===== config.mk =====
export PLATFORM = sky130hd
export DESIGN_NAME = pdlr_router
export DESIGN_NICKNAME = d
export VERILOG_FILES = /design/src/verilog/pdlr_pkg.sv /design/src/verilog/pdlr_router.sv
export SDC_FILE = /design/constraint.sdc
export NUM_CORES = 1
export LEC_CHECK = 0
export BUFFER_PORTS_ARGS = -buffer_cell sky130_fd_sc_hd__buf_2
export CAP_MARGIN = 20
export CORE_AREA = 2 2 186 188
export CTS_CLUSTER_SIZE = 25
export DETAILED_ROUTE_END_ITERATION = 10
export DIE_AREA = 0 0 188 190
export MAX_ROUTING_LAYER = met4
export SETUP_SLACK_MARGIN = 0.4
export SLEW_MARGIN = 30
export SYNTH_ARGS = -nofsm -noshare
export SYNTH_HDL_FRONTEND = slang
export SYNTH_SLANG_ARGS = --single-unit

===== constraint.sdc =====
create_clock -name pclk -period 4.02 [get_ports pclk]
set_input_delay 1.206 -clock pclk [delete_from_list [all_inputs] [get_ports pclk]]
set_output_delay 1.206 -clock pclk [all_outputs]
set_load 0.02 [all_outputs]

===== src/verilog/pdlr_pkg.sv =====
// Purpose: Shared constants and types for the mode-dependent lane router
// Assumes: APB slave, 32-bit data, one word per register
// Notes:   Offsets are byte addresses
package pdlr_pkg;

  // ----------------------------------------------------------------
  // Register offsets
  // ----------------------------------------------------------------
  localparam logic [7:0] PDLR_OFF_CTRL   = 8'h00;
  localparam logic [7:0] PDLR_OFF_TXEQ   = 8'h04;
  localparam logic [7:0] PDLR_OFF_MON    = 8'h08;
  localparam logic [7:0] PDLR_OFF_STATUS = 8'h0c;

  // ----------------------------------------------------------------
  // Field positions and reset values
  // ----------------------------------------------------------------
  localparam int PDLR_CTRL_MODE_LSB   = 0;   // [1:0] operating mode
  localparam int PDLR_CTRL_HIF        = 2;   // 1: two-lane host interface
  localparam int PDLR_CTRL_LANE3      = 3;   // 1: 1 GbE on lane 3
  localparam int PDLR_CTRL_TS_EN      = 4;
  localparam int PDLR_CTRL_SEC_EN     = 5;
  localparam int PDLR_CTRL_MAC_EN     = 6;
  localparam int PDLR_CTRL_LOOP       = 7;
  localparam int PDLR_CTRL_SQW        = 8;
  localparam int PDLR_CTRL_DP_RST     = 9;
  localparam int PDLR_TAP_W           = 4;
  localparam int PDLR_TXEQ_PRE_LSB    = 0;
  localparam int PDLR_TXEQ_MAIN_LSB   = 8;
  localparam int PDLR_TXEQ_POST_LSB   = 16;
  localparam int PDLR_MON_EN          = 0;
  localparam int PDLR_MON_UNITY       = 1;
  localparam int PDLR_MON_ADAPT_DIS   = 2;
  localparam logic [31:0] PDLR_CTRL_RST = 32'h0000_0000;
  localparam logic [31:0] PDLR_TXEQ_RST = 32'h0000_0f00;
  localparam logic [31:0] PDLR_MON_RST  = 32'h0000_0000;

  // ----------------------------------------------------------------
  // Timing and pattern constants
  // ----------------------------------------------------------------
  localparam int PDLR_SQW_RUN     = 8;  // Least run of ones in square wave
  localparam int PDLR_LSYNC_DIV   = 4;  // Words per lane-sync period
  localparam int PDLR_WORD_W      = 32;

  // ----------------------------------------------------------------
  // Types
  // ----------------------------------------------------------------
  typedef enum logic [1:0] {
    PDLR_MODE_LAN = 2'h0,
    PDLR_MODE_WAN = 2'h1,
    PDLR_MODE_1G  = 2'h2
  } pdlr_mode_e;

  typedef enum logic [2:0] {
    PDLR_PATH_PCS10 = 3'h1,
    PDLR_PATH_WIS   = 3'h2,
    PDLR_PATH_PCS1  = 3'h4
  } pdlr_path_e;

  typedef struct packed {
    logic [31:0] data;
    logic        valid;
  } pdlr_word_s;

  typedef struct packed {
    logic [3:0] lane_en;
    logic       enc_8b10b;
    logic       two_lane;
  } pdlr_host_s;

endpackage


===== src/verilog/pdlr_router.sv =====
// Purpose: Mode-dependent data-path steering for a 10G/1G Ethernet PHY channel
// Assumes: pclk 50 MHz; serial-rate stages are outside; words arrive on pclk
// Notes:   Registers over APB; one clock, slower rates by enable pulses
`timescale 1ns/1ps
module pdlr_router
  import pdlr_pkg::*;
#(
  parameter int TAP_W = PDLR_TAP_W
) (
  input  wire logic              pclk,
  input  wire logic              presetn,
  input  wire logic              psel,
  input  wire logic              penable,
  input  wire logic              pwrite,
  input  wire logic [7:0]        paddr,
  input  wire logic [31:0]       pwdata,
  output logic      [31:0]       prdata,
  output logic                   pready,
  output logic                   pslverr,
  input  wire pdlr_word_s        line_rx_word,
  input  wire logic              rx_pll_locked,
  output pdlr_word_s             line_tx_word,
  output pdlr_path_e             ingress_path,
  output pdlr_path_e             egress_path,
  output logic                   stages_bypassed,
  output logic                   line_rate_wan,
  input  wire pdlr_word_s [3:0]  host_rx_lane,
  output pdlr_word_s [3:0]       host_tx_lane,
  output pdlr_host_s             host_cfg,
  output logic                   lane_sync,
  output logic [3*(1<<TAP_W)-1:0] txeq_therm,
  output logic [2:0]             tap_chain,
  output logic                   mon_active,
  output logic                   dfe_zero
);

  // ----------------------------------------------------------------
  // Register file
  // ----------------------------------------------------------------
  logic [31:0] ctrl_r;
  logic [31:0] txeq_r;
  logic [31:0] mon_r;
  logic        wr_en;
  logic        addr_ok;
  pdlr_mode_e  mode;
  logic [31:0] status_word;
  pdlr_word_s  line_tx_nxt;
  pdlr_word_s [3:0] host_tx_nxt;
  logic [1:0]  lsync_cnt_r;
  logic [2:0]  sqw_cnt_r;
  logic        sqw_lvl_r;
  logic        rx_lock_s1_r;
  logic        rx_lock_s2_r;

  assign wr_en   = psel && penable && pwrite;
  assign addr_ok = (paddr == PDLR_OFF_CTRL) || (paddr == PDLR_OFF_TXEQ) ||
                   (paddr == PDLR_OFF_MON) || (paddr == PDLR_OFF_STATUS);
  assign pready  = 1'b1;
  assign pslverr = psel && penable && !addr_ok;
  // Lock is read through the synchroniser, never from the raw pin
  assign status_word = {26'h0, rx_lock_s2_r, mon_active, dfe_zero,
                        line_rate_wan, ingress_path[1:0]};

  // Control word; the data-path reset bit lives one cycle after its write
  always_ff @(posedge pclk or negedge presetn) begin
    if (!presetn) begin
      ctrl_r <= PDLR_CTRL_RST;
    end else if (wr_en && (paddr == PDLR_OFF_CTRL)) begin
      ctrl_r <= pwdata;
    end else begin
      ctrl_r[PDLR_CTRL_DP_RST] <= 1'b0;
    end
  end

  // Equalizer codes, one byte lane per tap
  always_ff @(posedge pclk or negedge presetn) begin
    if (!presetn) begin
      txeq_r <= PDLR_TXEQ_RST;
    end else if (wr_en && (paddr == PDLR_OFF_TXEQ)) begin
      txeq_r <= pwdata;
    end
  end

  // Monitor controls; software clears adaptation before asking for unity gain
  always_ff @(posedge pclk or negedge presetn) begin
    if (!presetn) begin
      mon_r <= PDLR_MON_RST;
    end else if (wr_en && (paddr == PDLR_OFF_MON)) begin
      mon_r <= pwdata;
    end
  end

  always_ff @(posedge pclk or negedge presetn) begin
    if (!presetn) begin
      prdata <= 32'h0000_0000;
    end else if (psel && !penable && !pwrite) begin
      case (paddr)
        PDLR_OFF_CTRL:   prdata <= ctrl_r;
        PDLR_OFF_TXEQ:   prdata <= txeq_r;
        PDLR_OFF_MON:    prdata <= mon_r;
        PDLR_OFF_STATUS: prdata <= status_word;
        default:         prdata <= 32'h0000_0000;
      endcase
    end
  end

  // ----------------------------------------------------------------
  // Mode decode
  // ----------------------------------------------------------------
  // single mode field; one WAN flag serves both directions
  always_comb begin
    case (ctrl_r[PDLR_CTRL_MODE_LSB +: 2])
      2'h1:    mode = PDLR_MODE_WAN;
      2'h2:    mode = PDLR_MODE_1G;
      // Unused code 3 falls back to LAN rather than leaving the path undefined
      default: mode = PDLR_MODE_LAN;
    endcase
  end

  always_comb begin
    case (mode)
      PDLR_MODE_WAN: ingress_path = PDLR_PATH_WIS;
      // 1G ingress via line-side 1G PCS
      PDLR_MODE_1G:  ingress_path = PDLR_PATH_PCS1;
      // LAN ingress straight to 10G PCS
      default:       ingress_path = PDLR_PATH_PCS10;
    endcase
  end

  // LAN egress ends in 10G PCS, WAN egress in WIS; 1G egress ends in line 1G PCS
  assign egress_path = ingress_path;
  // line rate choice follows WAN framing
  assign line_rate_wan = (mode == PDLR_MODE_WAN);
  // optional stages, bypassed when all disabled
  assign stages_bypassed = !(ctrl_r[PDLR_CTRL_TS_EN] | ctrl_r[PDLR_CTRL_SEC_EN] |
                             ctrl_r[PDLR_CTRL_MAC_EN]);

  // ----------------------------------------------------------------
  // Host lane steering
  // ----------------------------------------------------------------
  always_comb begin
    host_cfg.enc_8b10b = 1'b1;
    host_cfg.two_lane  = 1'b0;
    if (mode == PDLR_MODE_1G) begin
      // one lane, 0 or 3, same for both directions
      host_cfg.lane_en = ctrl_r[PDLR_CTRL_LANE3] ? 4'h8 : 4'h1;
    end else if (ctrl_r[PDLR_CTRL_HIF]) begin
      // two-lane mode uses lanes 0 and 2
      host_cfg.lane_en  = 4'h5;
      host_cfg.two_lane = 1'b1;
    end else begin
      host_cfg.lane_en = 4'hf;
    end
  end

  // ----------------------------------------------------------------
  // Data-path words
  // ----------------------------------------------------------------
  // Test pattern outranks loopback, loopback outranks host data
  always_comb begin
    line_tx_nxt = host_rx_lane[0];
    if (ctrl_r[PDLR_CTRL_SQW]) begin
      line_tx_nxt = '{data: {PDLR_WORD_W{sqw_lvl_r}}, valid: 1'b1};
    end else if (ctrl_r[PDLR_CTRL_LOOP]) begin
      // line receive looped to line transmit
      line_tx_nxt = line_rx_word;
    end else if (mode == PDLR_MODE_1G) begin
      // egress takes the selected lane only
      line_tx_nxt = ctrl_r[PDLR_CTRL_LANE3] ? host_rx_lane[3] : host_rx_lane[0];
    end else begin
      // 10G egress takes lane 0; decode and deskew sit upstream
      line_tx_nxt = host_rx_lane[0];
    end
  end

  // 32-bit words with valid strobe onto enabled lanes
  for (genvar l = 0; l < 4; l++) begin : g_lane
    assign host_tx_nxt[l] = host_cfg.lane_en[l] ? line_rx_word : '0;
  end

  // data-path reset flushes words after mode changes
  always_ff @(posedge pclk or negedge presetn) begin
    if (!presetn) begin
      host_tx_lane <= '0;
      line_tx_word <= '0;
    end else if (ctrl_r[PDLR_CTRL_DP_RST]) begin
      // Old-mode words would reach the wrong lane, so they are dropped
      host_tx_lane <= '0;
      line_tx_word <= '0;
    end else begin
      host_tx_lane <= host_tx_nxt;
      line_tx_word <= line_tx_nxt;
    end
  end

  // ----------------------------------------------------------------
  // Square wave and lane sync
  // ----------------------------------------------------------------
  always_ff @(posedge pclk or negedge presetn) begin
    if (!presetn) begin
      sqw_cnt_r <= 3'h0;
      sqw_lvl_r <= 1'b1;
    end else begin
      sqw_cnt_r <= sqw_cnt_r + 3'h1;
      if (sqw_cnt_r == 3'(PDLR_SQW_RUN - 1)) begin
        sqw_lvl_r <= !sqw_lvl_r;
      end
    end
  end

  // Two-stage sync: lock comes from the analog PLL domain
  always_ff @(posedge pclk or negedge presetn) begin
    if (!presetn) begin
      rx_lock_s1_r <= 1'b0;
      rx_lock_s2_r <= 1'b0;
    end else begin
      rx_lock_s1_r <= rx_pll_locked;
      rx_lock_s2_r <= rx_lock_s1_r;
    end
  end

  // lane sync pulse only while locked
  always_ff @(posedge pclk or negedge presetn) begin
    if (!presetn) begin
      lsync_cnt_r <= 2'h0;
      lane_sync   <= 1'b0;
    end else begin
      lsync_cnt_r <= rx_lock_s2_r ? lsync_cnt_r + 2'h1 : 2'h0;
      lane_sync   <= rx_lock_s2_r && (lsync_cnt_r == 2'(PDLR_LSYNC_DIV - 1));
    end
  end

  // ----------------------------------------------------------------
  // Transmit equalizer
  // ----------------------------------------------------------------
  genvar t;
  generate
    for (t = 0; t < 3; t++) begin : g_tap
      logic [TAP_W-1:0] code;
      assign code = txeq_r[8*t +: TAP_W];
      for (genvar b = 0; b < (1<<TAP_W); b++) begin : g_bit
        assign txeq_therm[t*(1<<TAP_W)+b] = (b < code);
      end
    end
  endgenerate

  always_ff @(posedge pclk or negedge presetn) begin
    if (!presetn) begin
      tap_chain <= 3'h0;
    end else begin
      tap_chain <= {tap_chain[1:0], line_tx_word.data[0]};
    end
  end

  // ----------------------------------------------------------------
  // Signal monitor gating
  // ----------------------------------------------------------------
  // monitor only in 10G modes
  assign mon_active = mon_r[PDLR_MON_EN] && (mode != PDLR_MODE_1G);
  // unity gain with adaptation disabled, while the monitor is active, forces DFE taps to zero
  assign dfe_zero = mon_active && mon_r[PDLR_MON_UNITY] && mon_r[PDLR_MON_ADAPT_DIS];

endmodule // pdlr_router


Word level (Yosys, flattened, before mapping)

Cells that the tools add are included.

Div/mod/pow operators: 0
Equal/unequal tests: 10
Shifts and indexed selects: 0
Bitwise operators: 2
Reductions and logical operators: 21
Muxes and demuxes: 20
Magnitude comparators: 45
$mul: 0
Add/sub/neg operators: 2

Operators with widths:

| kind                  | number |
|---|---|
| $mux W33              | 9 |
| $mux W132             | 1 |
| $pmux W32 S4          | 1 |
| $lt A4 B4 Y1 const A  | 21 |
| $lt A3 B4 Y1 const A  | 12 |
| $lt A1 B4 Y1 const A  | 6 |
| $lt A2 B4 Y1 const A  | 6 |
| $eq A8 B4 Y1 const B  | 2 |
| $logic_and A1 B1 Y1   | 12 |
| $mux W4               | 3 |
| $eq A8 B3 Y1 const B  | 1 |
| $logic_not A8 Y1      | 1 |
| $eq A2 B2 Y1 const B  | 3 |
| $pmux W3 S2           | 1 |
| $logic_not A1 Y1      | 5 |
| $eq A2 B1 Y1 const B  | 2 |
| $pmux W2 S2           | 1 |
| $add A3 B1 Y3 const B | 1 |
| $eq A3 B3 Y1 const B  | 1 |
| $logic_or A1 B1 Y1    | 3 |
| $mux W1               | 3 |
| $add A2 B1 Y2 const B | 1 |
| $mux W2               | 1 |
| $ne A2 B2 Y1 const B  | 1 |
| $or A1 B1 Y1          | 2 |

Memories kept: 0
Register bits: 305
Bits in latches: 0
ROM bits: 0
Output and inout bits: 267
RAM bits: 0

Logic depth before layout (Yosys ltp)

Depth in word-level cells: 7
Mapped depth: 8
Gate-level depth less buffers: 6

Worst setup path after synthesis

Ideal clock, no wire load.

Path kind: input port to output port
Start: input port paddr[1]
End: output port pslverr
Data required time: 2.814 ns
Data arrival time: 2.025 ns
Path slack: 0.789 ns
Stages: 3
Path buffers: 0
Path through: nor4_1 nand2_1 and3_1

Word-level cells in the longest chain between the ends: 6
Elaborated cells on any way between the ends: 9
Those cells by class: 3 x eq/ne; 6 x reduce/logical

Ends and longest elaborated chain:

| element                                          | RTL line          | source |
|---|---|---|
| start: declaration                               | pdlr_router.sv:15 | `input wire logic [7:0] paddr,` |
| $eq A8 B3 Y1 or $logic_not A8 Y1 (tied branches) | pdlr_router.sv:56 | `assign addr_ok = (paddr == PDLR_OFF_CTRL) \|\| (paddr == PDLR_OFF_TXEQ) \|\|` |
| $logic_or A1 B1 Y1 (2 in series)                 | pdlr_router.sv:56 |  |
| $logic_or A1 B1 Y1 *                             | pdlr_router.sv:57 | `(paddr == PDLR_OFF_MON) \|\| (paddr == PDLR_OFF_STATUS);` |
| $logic_not A1 Y1 *                               | pdlr_router.sv:59 | `assign pslverr = psel && penable && !addr_ok;` |
| $logic_and A1 B1 Y1 *                            | pdlr_router.sv:59 |  |
| end: declaration                                 | pdlr_router.sv:19 | `output logic pslverr,` |

Mark *: on every way between the ends. The rest lies on a longest branch, timed or not.

Worst setup path after layout

Ends and elaborated chain as after synthesis.

==> metrics.cfg <==
[synthesis]
synth_area_mm2=0.01244
synthesis.yosys.warnings=0
async_reset_ff_frac=1.000
netlist_instances=1024
synth.distinct_cells=52
ys_seq_area_frac=0.6142
ys_seq_elements=305
synthesis.area_per_instance_um2=12.15
synth_edf_count=0
postSynth.topFlopCell=sky130_fd_sc_hd__dfrtp_1

[detailed_routing]
detail-route-antenna-nets=0
dr.pass1.iters=4
routed_wirelength_um=37020
drt-vias-per-instance=4.844
drc=0
dr.first_iter.drc_count=409
detailroute.via_count=9175
wl_per_cell_um=19.55

[layout]
finalNonFillerCells=1894
layout.core_utilization=0.4714
number_of_filler_instances_in_the_final_layout=3126
syn_to_final_growth_pct=28.66
mostFrequentLayoutCell=sky130_fd_sc_hd__buf_2
design.final.nets=1620
finalInstanceArea_mm2=0.01600
layout.cells.most_common_list=sky130_fd_sc_hd__buf_2, sky130_fd_sc_hd__dfrtp_1, sky130_fd_sc_hd__nor2_1
ratio_of_cells_with_drive_above_1_in_the_final_layout=0.4206

[timing]
fin_crit_ns=3.421
tightestPinTransition_ns=0.8201
final_number_of_max_transition_violations=0
setup-tns-final_ns=0
timing.final.ws_setup_ns=0.5989
timing.max_slew.rel_slack=0.4533
setup_viol_count_final=0
timing_hold_violations_final=0
timing.clock.skew_ns=0.02312
timing.final.crit_share=0.8510
grt_setup_unrepaired=no
fmaxAchievable_mhz=292.3
worst_hold_slack_ns=0.3527

[critical_path]
critical_path_peak_fanout=4
critical_path.startpoint_type=input pin
start_of_the_worst_register_to_register_path=ctrl_r[0]
critical_path_required_ns=2.81
cp_data_arrival_time_ns=2.22
regToRegEndpoint=line_tx_word[13]
critical_path_class=input pin to output pin
worst-r2r-setup-slack_ns=1.34
reg2reg_depth=9
cp-end-kind=output pin

[floorplanning]
starting_utilization_of_the_core_area=0.3664
std_cell_rows=68
floorplan.io_pins=478
die_height_um=190
die_w_um=188
fp.coreArea_mm2=0.03395
die_area_mm2=0.03572

[cts]
clkSinkCount=305
cts-hold-fix-buffers=0
cts_tree=yes
insertion_delay_ns=0.52
cts_inserted_buffers=34
clockBufferDepth=3
clock-root-buffer=sky130_fd_sc_hd__clkbuf_16
ctsHtreeMaxLevel=2
clk_pin_slew_worst_paths_ns=0.06

[placed_design]
setup_slack_after_placement_ns=0.6034
number_of_cells_in_the_design_after_placement=1822
dp_hpwl_um=26090
place_congestion=0.8695
placed_area_mm2=0.01486
io_buffer_count=406

[grt]
grt-ovfl-total=0
number_of_antenna_violations_at_the_first_check_in_global_routing=15
first_global_vias=9060
gr-usage-all-layers=0.2079
grt_max_degree=101
grt_pass1_wl_um=55230

[min_path]
hold_path_class=register to register
timing.hold.worst.start=rx_lock_s1_r
min_delay_worst_endpoint=rx_lock_s2_r
min_path_cells=0

[pwr]
irDropWorstVdd_mv=0.2984
p_per_area_mw_per_mm2=429.4
finalPower_mw=6.871
p_leak_nw=8.315

[status]
status=finished clean

[run]
cap_violations=0

==> logic make-up after synthesis <==
family                   count (synthesis)  synth area share
adder cells (fa/ha/maj)                  6          0.006036
XOR/XNOR                                 1         0.0007044
multiplexers                           127            0.1159
flip-flops                             305            0.6142
buffers and inverters                  107           0.04004
AND/OR/NAND/NOR                        330            0.1371
other                                    2         0.0006038
AO/OA/AOI/OAI                          146           0.08541
==> flip-flops by register name, indices dropped and copies added (netlist names) <==
| signal | cells |
|---|---|
| txeq_r | 32 |
| host_tx_lane | 132 |
| rx_lock_s1_r | 1 |
| prdata | 32 |
| tap_chain | 3 |
| lsync_cnt_r | 2 |
| rx_lock_s2_r | 1 |
| sqw_lvl_r | 1 |
| mon_r | 32 |
| line_tx_word | 33 |
| ctrl_r | 32 |
| lane_sync | 1 |
| sqw_cnt_r | 3 |
==> how the worst max path moves through the flow <==
stage               startpoint          end  slack (ns)
floorplan             paddr[1]      pslverr        0.79
global placement      paddr[1]      pslverr        0.62
detailed placement    paddr[1]      pslverr        0.60
CTS                  ctrl_r[0]  host_cfg[2]        0.50
global route         ctrl_r[0]  host_cfg[2]        0.48
finish                paddr[1]      pslverr        0.60
==> timing repair <==
action                     4_1_cts  5_1_grt
setup buffers                    0        0
setup endpoints to repair        0        1
resized for setup                0        1
==> Yosys cell counts, types with 4 or more instances <==
master                      count  area, um2
sky130_fd_sc_hd__mux4_2         4      90.09
sky130_fd_sc_hd__o21ai_0       17      85.08
sky130_fd_sc_hd__o21ai_1       12      60.06
sky130_fd_sc_hd__a211oi_1      34      255.2
sky130_fd_sc_hd__clkbuf_1      62      232.7
sky130_fd_sc_hd__or3_1          4      25.02
sky130_fd_sc_hd__mux2i_1       27      270.3
sky130_fd_sc_hd__mux2_2        94       1059
sky130_fd_sc_hd__and3_1        36      225.2
sky130_fd_sc_hd__buf_4         12      90.09
sky130_fd_sc_hd__ha_1           6      75.07
sky130_fd_sc_hd__a22o_1         5      43.79
sky130_fd_sc_hd__dfrtp_1      300       7507
sky130_fd_sc_hd__o31ai_1       33      247.7
sky130_fd_sc_hd__nand2b_1      37      231.5
sky130_fd_sc_hd__inv_1         14      52.55
sky130_fd_sc_hd__nand2_1       43      161.4
sky130_fd_sc_hd__and2_1        35      219.0
sky130_fd_sc_hd__buf_6          5      56.30
sky130_fd_sc_hd__a2bb2oi_1     26      227.7
sky130_fd_sc_hd__dfstp_2        5      131.4
sky130_fd_sc_hd__nor2b_1       40      250.2
sky130_fd_sc_hd__buf_2         10      50.05
sky130_fd_sc_hd__nor2_1       115      431.7
==> report_power, final <==
part           total, mW  internal [mW]  switching (mW)
Combinational      0.614          0.212           0.402
Sequential          3.22           3.18          0.0405
Clock               3.04           1.82            1.22
==> worst max-delay path, cell delays in order <==
cell and delay, ns:
sky130_fd_sc_hd__buf_2 0.12, sky130_fd_sc_hd__nor4_1 0.27, sky130_fd_sc_hd__buf_4 0.17, sky130_fd_sc_hd__nand2_1 0.07
sky130_fd_sc_hd__and3_1 0.20, sky130_fd_sc_hd__buf_2 0.17
==> layout make-up <==
| type | count | area, um2 | share of cell area |
|---|---|---|---|
| Sequential cell | 305 | 7640 | 0.4774 |
| Clock inverter | 10 | 125.1 | 0.007819 |
| Inverter | 15 | 56.30 | 0.003519 |
| Multi-Input combinational cell | 615 | 4324 | 0.2702 |
| Clock buffer | 47 | 970.9 | 0.06068 |
| Antenna cell | 15 | 37.54 | 0.002346 |
| Tap cell | 455 | 569.3 | 0.03558 |
| Timing Repair Buffer | 432 | 2278 | 0.1424 |
==> routing by layer <==
layer / vias to the layer above / global-route usage / wire [um]
li1: 4254 / - / -
met3: 71 / 0.06253 / 2761
met2: 315 / 0.3427 / 18050
met1: 4535 / 0.2440 / 15120
met4: 0 / 0.06814 / 1091
met5: - / - / 0
No activity file was read; power rests on OpenSTA's default activity.
